## src/sbdp_pkg.sv

```systemverilog
// Package for the system bus data phase block: widths, codes and carriers
package sbdp_pkg;
	localparam int SBDP_DATA_W = 64;
	localparam int SBDP_CHECK_W = 8;
	localparam int SBDP_FIFO_DEPTH = 32;
	localparam logic [7:0] SBDP_WORDS_RESET = 8'h00;
	localparam logic [7:0] SBDP_BEAT_MAX = 8'h04;

	typedef struct packed {
		logic [SBDP_DATA_W-1:0] data;
		logic [SBDP_CHECK_W-1:0] check;
	} sbdp_word_t;

	typedef enum logic [1:0] {
		SBDP_IDLE = 2'b00,
		SBDP_DRIVE = 2'b01,
		SBDP_RELEASE = 2'b10
	} sbdp_state_t;

	// Check byte: parity of each data byte, one bit per byte
	function automatic logic [SBDP_CHECK_W-1:0] sbdp_check(input logic [SBDP_DATA_W-1:0] d);
		logic [SBDP_CHECK_W-1:0] c;
		c = '0;
		for (int i = 0; i < SBDP_CHECK_W; i++)
			c[i] = ^d[i*8 +: 8];
		return c;
	endfunction : sbdp_check
endpackage : sbdp_pkg
```

## src/sbdp_data_phase.sv

```systemverilog
// Data phase of the shared system bus as seen inside the processor
// Notes on behaviour
// - Differential mode: reference pin is complement clock
// - 64-bit shared bidirectional data path
// - Driver asserts valid strobe on valid words
// - Strobe may drop for idle clocks
// - Owner holds in-use while occupying bus
// - Check lines driven by data driver
// - Check enable fixed at power-on configuration
`timescale 1ns/1ps
module sbdp_data_phase
	import sbdp_pkg::*;
#(
	parameter int DEPTH = SBDP_FIFO_DEPTH
)(
	// Clock and reset
	input wire logic CLK,
	input wire logic NRST,
	// Configuration straps
	input wire logic CHECK_STRAP,
	input wire logic DIFF_CLOCK_MODE,
	input wire logic PLL_REFERENCE_INPUT,
	input wire logic TERMINATION_POWER_GOOD,
	input wire logic [1:0] SPEED_STRAP,
	output logic [1:0] BUS_SPEED_SELECT,
	output logic BUS_SPEED_SELECT_OE,
	output logic COMPLEMENT_CLOCK,
	output logic PLL_REFERENCE_SEL,
	// Core write side
	input wire logic TX_VALID,
	output logic TX_READY,
	input wire logic [SBDP_DATA_W-1:0] TX_DATA,
	input wire logic [7:0] TX_BEATS,
	input wire logic TX_START,
	output logic TX_BUSY,
	// Core read side
	output logic RX_VALID,
	output logic [SBDP_DATA_W-1:0] RX_DATA,
	output logic RX_CHECK_ERR,
	output logic INDICATION_A_SEEN,
	// Bus pins, active low on the wire
	input wire logic [SBDP_DATA_W-1:0] DATA_N_I,
	output logic [SBDP_DATA_W-1:0] DATA_N_O,
	output logic DATA_OE,
	input wire logic [SBDP_CHECK_W-1:0] DATA_CHECK_LINES_N_I,
	output logic [SBDP_CHECK_W-1:0] DATA_CHECK_LINES_N_O,
	output logic DATA_CHECK_LINES_OE,
	input wire logic DATA_VALID_STROBE_N_I,
	output logic DATA_VALID_STROBE_N_O,
	output logic DATA_VALID_STROBE_OE,
	input wire logic DATA_BUS_IN_USE_N_I,
	output logic DATA_BUS_IN_USE_N_O,
	output logic DATA_BUS_IN_USE_OE,
	input wire logic INDICATION_A_N_I
);
	// Pin synchronisers: first stage read only by second
	logic [SBDP_DATA_W-1:0] d_s1, d_s2;
	logic [SBDP_CHECK_W-1:0] c_s1, c_s2;
	logic [4:0] m_s1, m_s2;
	always_ff @(posedge CLK or negedge NRST)
	begin
		if (!NRST)
		begin
			d_s1 <= '0;
			d_s2 <= '0;
			c_s1 <= '0;
			c_s2 <= '0;
			m_s1 <= '0;
			m_s2 <= '0;
		end
		else
		begin
			d_s1 <= ~DATA_N_I;
			d_s2 <= d_s1;
			c_s1 <= ~DATA_CHECK_LINES_N_I;
			c_s2 <= c_s1;
			m_s1 <= {~DATA_VALID_STROBE_N_I, ~DATA_BUS_IN_USE_N_I, ~INDICATION_A_N_I,
				TERMINATION_POWER_GOOD, DIFF_CLOCK_MODE};
			m_s2 <= m_s1;
		end
	end
	wire rx_strobe = m_s2[4];
	wire bus_busy_other = m_s2[3];
	wire indication_a_in = m_s2[2];
	wire pwr_good = m_s2[1];
	wire diff_mode = m_s2[0];

	// Differential mode turns the reference pin into the complementary clock
	assign PLL_REFERENCE_SEL = !diff_mode;
	assign COMPLEMENT_CLOCK = diff_mode && PLL_REFERENCE_INPUT;

	// Check and speed straps are caught once, on the first clock after reset release
	logic cfg_done_reg, check_en_reg;
	logic [1:0] speed_reg;
	always_ff @(posedge CLK or negedge NRST)
	begin
		if (!NRST)
		begin
			cfg_done_reg <= 1'b0;
			check_en_reg <= 1'b0;
			speed_reg <= 2'b00;
		end
		else if (!cfg_done_reg)
		begin
			cfg_done_reg <= 1'b1;
			check_en_reg <= CHECK_STRAP;
			speed_reg <= SPEED_STRAP;
		end
	end
	// Select lines only driven once termination power is good
	assign BUS_SPEED_SELECT = speed_reg;
	assign BUS_SPEED_SELECT_OE = cfg_done_reg && pwr_good;

	// Outgoing words queue in the FIFO; TX_READY stalls the core when full
	sbdp_word_t fifo_in, fifo_out;
	logic fifo_out_valid, fifo_pop;
	assign fifo_in = {TX_DATA, sbdp_check(TX_DATA)};
	sbdp_fifo #(.WIDTH($bits(sbdp_word_t)), .DEPTH(DEPTH)) u_fifo (
		.clk(CLK),
		.nrst(NRST),
		.in_valid(TX_VALID),
		.in_ready(TX_READY),
		.in_data(fifo_in),
		.out_valid(fifo_out_valid),
		.out_ready(fifo_pop),
		.out_data(fifo_out)
	);

	// Driver state machine
	sbdp_state_t state_reg, state_next;
	logic [7:0] beats_reg, beats_next;
	logic strobe_reg, own_reg;
	// Our own drive comes back through the pin synchronisers two clocks late
	logic own_d1_reg, own_d2_reg;
	sbdp_word_t word_reg;
	wire can_start = TX_START && !(bus_busy_other && !own_d2_reg) && cfg_done_reg;
	wire last_beat = (beats_reg == 8'h01);
	wire in_drive = (state_reg == SBDP_DRIVE);
	// Empty FIFO mid-transfer inserts an idle clock rather than stalling bus
	assign fifo_pop = in_drive && fifo_out_valid && (beats_reg != '0);

	always_comb
	begin
		state_next = state_reg;
		beats_next = beats_reg;
		unique case (state_reg)
			SBDP_IDLE:
				if (can_start && TX_BEATS != '0)
				begin
					state_next = SBDP_DRIVE;
					beats_next = (TX_BEATS > SBDP_BEAT_MAX) ? SBDP_BEAT_MAX : TX_BEATS;
				end
			SBDP_DRIVE:
				if (fifo_pop)
				begin
					beats_next = beats_reg - 8'h01;
					if (last_beat)
						state_next = SBDP_RELEASE;
				end
			SBDP_RELEASE:
				state_next = SBDP_IDLE;
			default:
				state_next = SBDP_IDLE;
		endcase
	end

	always_ff @(posedge CLK or negedge NRST)
	begin
		if (!NRST)
		begin
			state_reg <= SBDP_IDLE;
			beats_reg <= SBDP_WORDS_RESET;
			strobe_reg <= 1'b0;
			own_reg <= 1'b0;
			own_d1_reg <= 1'b0;
			own_d2_reg <= 1'b0;
			word_reg <= '0;
		end
		else
		begin
			state_reg <= state_next;
			beats_reg <= beats_next;
			strobe_reg <= fifo_pop;
			// Held through RELEASE so the last word's strobe is still ours
			own_reg <= (state_next != SBDP_IDLE);
			own_d1_reg <= own_reg;
			own_d2_reg <= own_d1_reg;
			if (fifo_pop)
				word_reg <= fifo_out;
		end
	end

	// Data, check and strobe all come from the same clock's registers
	assign DATA_OE = own_reg;
	assign DATA_N_O = ~word_reg.data;
	assign DATA_CHECK_LINES_OE = own_reg && check_en_reg;
	assign DATA_CHECK_LINES_N_O = ~word_reg.check;
	assign DATA_VALID_STROBE_OE = own_reg;
	assign DATA_VALID_STROBE_N_O = ~strobe_reg;
	assign DATA_BUS_IN_USE_OE = own_reg;
	assign DATA_BUS_IN_USE_N_O = ~own_reg;
	assign TX_BUSY = own_reg;

	// Receive: data counts only in clocks the other driver strobes
	wire rx_take = rx_strobe && !own_d2_reg;
	logic rx_valid_reg, rx_err_reg, indication_a_reg;
	logic [SBDP_DATA_W-1:0] rx_data_reg;
	always_ff @(posedge CLK or negedge NRST)
	begin
		if (!NRST)
		begin
			rx_valid_reg <= 1'b0;
			rx_err_reg <= 1'b0;
			indication_a_reg <= 1'b0;
			rx_data_reg <= '0;
		end
		else
		begin
			rx_valid_reg <= rx_take;
			rx_err_reg <= rx_take && check_en_reg && (sbdp_check(d_s2) != c_s2);
			indication_a_reg <= indication_a_in;
			if (rx_take)
				rx_data_reg <= d_s2;
		end
	end
	assign RX_VALID = rx_valid_reg;
	assign RX_DATA = rx_data_reg;
	assign RX_CHECK_ERR = rx_err_reg;
	assign INDICATION_A_SEEN = indication_a_reg;

	a_strobe_needs_owner: assert property (@(posedge CLK) disable iff (!NRST)
		!DATA_VALID_STROBE_N_O |-> DATA_BUS_IN_USE_OE)
		else $error("strobe driven without bus ownership");
	a_inuse_follows_owner: assert property (@(posedge CLK) disable iff (!NRST)
		(!DATA_BUS_IN_USE_N_O) == (state_reg != SBDP_IDLE))
		else $error("in-use pin out of step with ownership");
	a_release_drops_use: assert property (@(posedge CLK) disable iff (!NRST)
		(state_reg == SBDP_RELEASE) |=> (!own_reg && state_reg == SBDP_IDLE))
		else $error("bus held past release");
	a_check_fixed_cfg: assert property (@(posedge CLK) disable iff (!NRST)
		cfg_done_reg |=> $stable(check_en_reg))
		else $error("check enable changed after configuration");
	a_check_gated_en: assert property (@(posedge CLK) disable iff (!NRST)
		DATA_CHECK_LINES_OE |-> (check_en_reg && DATA_OE))
		else $error("check lines driven without data");
	a_check_same_word: assert property (@(posedge CLK) disable iff (!NRST)
		!DATA_VALID_STROBE_N_O |-> (~DATA_CHECK_LINES_N_O == sbdp_check(~DATA_N_O)))
		else $error("check byte does not match strobed word");
	a_speed_after_good: assert property (@(posedge CLK) disable iff (!NRST)
		BUS_SPEED_SELECT_OE |-> pwr_good)
		else $error("speed select driven before power good");
	a_pop_loads_word: assert property (@(posedge CLK) disable iff (!NRST)
		fifo_pop |=> (!DATA_VALID_STROBE_N_O && word_reg == $past(fifo_out)))
		else $error("popped word not presented next clock");
	a_ref_pin_mode: assert property (@(posedge CLK) disable iff (!NRST)
		diff_mode |-> !PLL_REFERENCE_SEL)
		else $error("reference pin not released in differential mode");
endmodule : sbdp_data_phase

```

## src/sbdp_fifo.sv

```systemverilog
// Word FIFO between the core side and the bus data driver
`timescale 1ns/1ps
module sbdp_fifo
	import sbdp_pkg::*;
#(
	parameter int WIDTH = 72,
	parameter int DEPTH = 32
)(
	// Clock and reset
	input wire logic clk,
	input wire logic nrst,
	// Fill side
	input wire logic in_valid,
	output logic in_ready,
	input wire logic [WIDTH-1:0] in_data,
	// Drain side
	output logic out_valid,
	input wire logic out_ready,
	output logic [WIDTH-1:0] out_data
);
	localparam int AW = $clog2(DEPTH);
	logic [WIDTH-1:0] mem [DEPTH];
	logic [AW-1:0] wr_reg;
	logic [AW-1:0] rd_reg;
	logic [AW:0] count_reg;
	wire push = in_valid && in_ready;
	wire pop = out_valid && out_ready;

	assign in_ready = (count_reg != (AW+1)'(DEPTH));
	assign out_valid = (count_reg != '0);
	assign out_data = mem[rd_reg];

	always_ff @(posedge clk)
	begin
		if (push)
			mem[wr_reg] <= in_data;
	end

	always_ff @(posedge clk or negedge nrst)
	begin
		if (!nrst)
		begin
			wr_reg <= '0;
			rd_reg <= '0;
			count_reg <= '0;
		end
		else
		begin
			if (push)
				wr_reg <= (wr_reg == AW'(DEPTH-1)) ? '0 : wr_reg + 1'b1;
			if (pop)
				rd_reg <= (rd_reg == AW'(DEPTH-1)) ? '0 : rd_reg + 1'b1;
			count_reg <= count_reg + (AW+1)'(push) - (AW+1)'(pop);
		end
	end

	a_fifo_no_overflow: assert property (@(posedge clk) disable iff (!nrst)
		(count_reg == (AW+1)'(DEPTH)) |-> !push)
		else $error("fifo written while full");
	a_fifo_count_step: assert property (@(posedge clk) disable iff (!nrst)
		(push && !pop) |=> (count_reg == $past(count_reg) + 1'b1))
		else $error("fifo count did not step on push");
endmodule : sbdp_fifo

```

## config.mk

```make
export PLATFORM = sky130hd
export DESIGN_NAME = sbdp_data_phase
export DESIGN_NICKNAME = d
export VERILOG_FILES = /design/src/sbdp_pkg.sv /design/src/sbdp_data_phase.sv /design/src/sbdp_fifo.sv
export SDC_FILE = /design/constraint.sdc
export NUM_CORES = 2
export LEC_CHECK = 0
export BUFFER_PORTS_ARGS = -buffer_cell sky130_fd_sc_hd__clkbuf_2
export CAP_MARGIN = 10
export CORE_MARGIN = 3
export CORE_UTILIZATION = 25
export DETAILED_ROUTE_END_ITERATION = 12
export GPL_TIMING_DRIVEN = 0
export PLACE_DENSITY = 0.51
export SLEW_MARGIN = 20
export SYNTH_ARGS = -nofsm -noshare
export SYNTH_HDL_FRONTEND = slang
export SYNTH_HIERARCHICAL = 1
export SYNTH_SLANG_ARGS = --single-unit
```

## constraint.sdc

```tcl
create_clock -name CLK -period 4.8 [get_ports CLK]
set_input_delay 0.96 -clock CLK [delete_from_list [all_inputs] [get_ports CLK]]
set_output_delay 0.96 -clock CLK [all_outputs]
set_load 0.005 [all_outputs]
```

==> parameters.txt <==
Parameter                              Value

CTS
  Bufs on Longest Clock Path ... 4
  Root Driver ... sky130_fd_sc_hd__clkbuf_16
  Register clock-pin slew on the reported worst setup and hold paths ... 60 ps
  Total of hold buffers inserted after clock tree synthesis ... 0
  TritonCTS Sinks ... 2,631
  TritonCTS clock tree ... built
  H-tree levels ... 5
  Number of buffers created by CTS ... 291
  Buffers inserted by post-CTS timing repair ... 0
  PostCTS Resize Cnt ... 0
  Worst-skew pair later-pin latency ... 900 ps

Global route
  Number of antenna violations at the first check in global routing ... 33
  Maximum number of pins on one net before global-route repair ... 84
  Global-route wire length before repair ... about 400,000 um
  Vias in the first global route ... 52,258
  Remaining global-route overflow ... 0
  Overall fraction of global-route tracks in use ... 13.67%

Cells and area
  Share of final-layout standard cells stronger than drive strength 1 ... 27.08%
  Net count, final ... ~6,000
  Fillcell total ... approximately 39,000
  Number of flip-flops under the largest register name ... 2,304
  Most used cells in the layout excluding fill and tap cells ... sky130_fd_sc_hd__edfxtp_1 (2,304), sky130_fd_sc_hd__mux4_2 (451), sky130_fd_sc_hd__nand2_1 (330)
  Commonest non-fill, non-tap cell in the layout ... sky130_fd_sc_hd__edfxtp_1
  Area delta synth->final ... 20.55%

Timing
  Ratio of final minimum period to clock period ... around 95%
  Final setup fails ... 0
  Relative max-transition margin ... 22.64%
  Slack of the critical path ... roughly 260 ps
  Final max-slew violation count ... 0
  Endpoints failing hold ... 0
  RSZ-0062 raised after global routing ... no
  Final hold slack ... 92.86 ps
  Worst Tran Pin Value ... between 1000 and 1500 ps
  Post-Route Skew ... approximately 87 ps
  Peak clock frequency supported by timing ... around 220 MHz
  Fin crit period ... 4542 ps

Hold path
  Worst min-delay path category ... in2async

Yosys
  Number of nets in the synthesized netlist ... around 5,000
  Number of warning messages in the yosys log ... 6
  Mean post-synth cell area ... roughly 20 um^2
  Biggest area consumer among synthesized cells ... sky130_fd_sc_hd__edfxtp_1
  Area of the mapped netlist ... 100,000 um^2
  Biggest area contributors in the synthesized netlist ... sky130_fd_sc_hd__edfxtp_1 (69%), sky130_fd_sc_hd__mux4_2 (10%), sky130_fd_sc_hd__dfrtp_1 (8.2%)
  Library cells used by synthesis ... a little over 60
  Register area share after synthesis ... 77.37%
  Share of flip-flops with an asynchronous set or reset ... between 10 and 15%
  Number of enable flip-flop cells after synthesis ... between 2,000 and 2,500
  Flip-flop and latch count after synthesis ... roughly 2,600
  Area share of the largest cell type after synthesis ... between 60 and 70%
  Most common flop cell mapped by yosys ... sky130_fd_sc_hd__edfxtp_1
  Syn Inst Count ... 4,933

Worst setup path
  WP buf/inv ... 5
  Slowest stage cell, crit path ... sky130_fd_sc_hd__nand4bb_1
  Top Family by Delay on Critical Path ... compound AO/OA/AOI/OAI gates
  Critical path, cell by cell ... inv_1 -> ha_1 -> nand4bb_1 -> nand3b_1 -> a31oi_4 -> buf_4 -> buf_6 -> nand2_1 -> inv_1 -> ha_1 -> inv_1 -> ha_1 -> a21o_1 -> a21o_1 -> a2111oi_0 -> a311oi_1
  Data arrival time at the worst-slack endpoint ... 5260 ps
  Critical Path RT ... roughly 5500 ps
  Nature of the critical path endpoint ... flop
  Largest fanout on the critical path ... 12
  Worst Setup Start Kind ... flop
  Critical path class ... reg2reg
  Delay of the slowest critical-path stage ... 480 ps

Pwr
  Maximum vdd ir drop ... around 0.00032 V
  Power density over the cells ... a little under 600 nW/um^2
  Static power due to leakage ... just over 40 nW

Detailed routing
  Wirelength, routed ... between 200,000 and 300,000 um
  Overall via count from detail_route ... ~51,000
  Number of DRC markers in iteration 0 ... 4,043
  DR vias/cell ... 4.527
  DRC violation count after routing ... 0
  Count of TritonRoute iterations in the first routing pass ... 5
  Avg WL per Cell ... 25.51 um
  DRT antenna net count ... 0

Die
  Cell row count ... 231
  Starting density of the core ... around a quarter
  Floorplan core area ... ~400,000 um^2
  Die Span Y ... roughly 640 um
  Die boundary width ... approximately 640 um
  Num ports ... 309
  Floorplan die area ... 407,600 um^2

Placement
  RD Place Congestion ... around 0.77
  Estimated wirelength of the detail-placed design ... between 200,000 and 250,000 um
  Worst Setup Slack post-DPL ... roughly 86 ps
  PortBufs ... between 300 and 400

Flow run
  Max-cap violations ... 0

Status
  Run status ... finished clean
-- synthesized netlist by cell type, drive strengths merged, types with 2 or more instances --
| cell type | count |
|---|---|
| edfxtp | 2304 |
| mux4 | 454 |
| nand2 | 330 |
| dfrtp | 327 |
| mux2i | 290 |
| buf | 176 |
| inv | 168 |
| o22ai | 117 |
| a221oi | 98 |
| xnor2 | 96 |
| clkbuf | 87 |
| o21ai | 83 |
| mux2 | 80 |
| a211oi | 70 |
| nor2 | 54 |
| nor3 | 28 |
| o221ai | 26 |
| a22oi | 24 |
| ha | 19 |
| xor2 | 19 |
| and2 | 7 |
| nand3 | 7 |
| a21oi | 6 |
| nand3b | 6 |
| xnor3 | 6 |
| nand2b | 5 |
| nor2b | 5 |
| a21o | 4 |
| nor4 | 4 |
| a31oi | 3 |
| and3 | 3 |
| nand4bb | 3 |
| or3 | 3 |
| a2bb2oi | 2 |
| a311oi | 2 |
| nor3b | 2 |
| or3b | 2 |
-- per-stage QoR --
step           setup TNS, ps  instances  total power [mW]  area (um^2)  utilization (%)
2_1_floorplan        -619650       4933             40.45       100000                -
3_3_place_gp               -      10483             49.17       108100            27.22
3_5_place_dp               0      10627             49.76       111400            28.06
4_1_cts                    0      11142             71.38       120500            30.35
5_1_grt                    0      11144             73.38       120500            30.35
6_report                   0      11158             70.22       120500            30.36
-- final cells by class --
class | instances | area (um^2) | share of cell area (%)
multi-input combinational | 1870 | 20820 | 17.27
clock buffer | 377 | 7885 | 6.541
tap | 5242 | 6559 | 5.441
antenna | 16 | 40.04 | 0.03321
clock inverter | 138 | 1196 | 0.9923
inverter | 169 | 634.4 | 0.5262
sequential | 2631 | 77370 | 64.18
timing repair buffer | 452 | 4554 | 3.778
buffer | 263 | 1486 | 1.233
-- report_power, final --
part / switching [mW] / total (mW) / internal, mW
clock network: 9.00 / 21.4 / 12.4
registers: 0.533 / 27.5 / 27.0
logic: 13.3 / 21.4 / 8.10
-- per-layer routing --
metal | routed length [um] | GRT usage (%)
met1 | 119700 | 17.92
met5 | 50 | 0
met2 | 140500 | 23.32
met4 | 8030 | 3.890
met3 | 16310 | 2.172
-- cell families after synthesis --
family,after synthesis,synth area share (%)
AO/OA/AOI/OAI,441,3.129
XOR/XNOR,121,1.142
AND/OR/NAND/NOR,463,1.946
other,1,0.003750
adder cells (fa/ha/maj),20,0.2577
multiplexers,824,14.04
flip-flops,2631,77.37
buffers and inverters,432,2.113
-- path summary, 6_finish.rpt --
check,startpoint,end,slack [ps],cells past startpoint
max in group asynchronous,NRST,word_reg[45],3090,4
min reg2reg,d_s1[8],d_s2[8],330,0
min in group CLK,TERMINATION_POWER_GOOD,m_s1[1],210,1
max reg2reg,u_fifo/count_reg[2],u_fifo/count_reg[5],260,16
max,u_fifo/count_reg[2],u_fifo/count_reg[5],260,16
min,NRST,d_s2[11],90,1
Note: power is estimated with default switching activity, not from simulation.
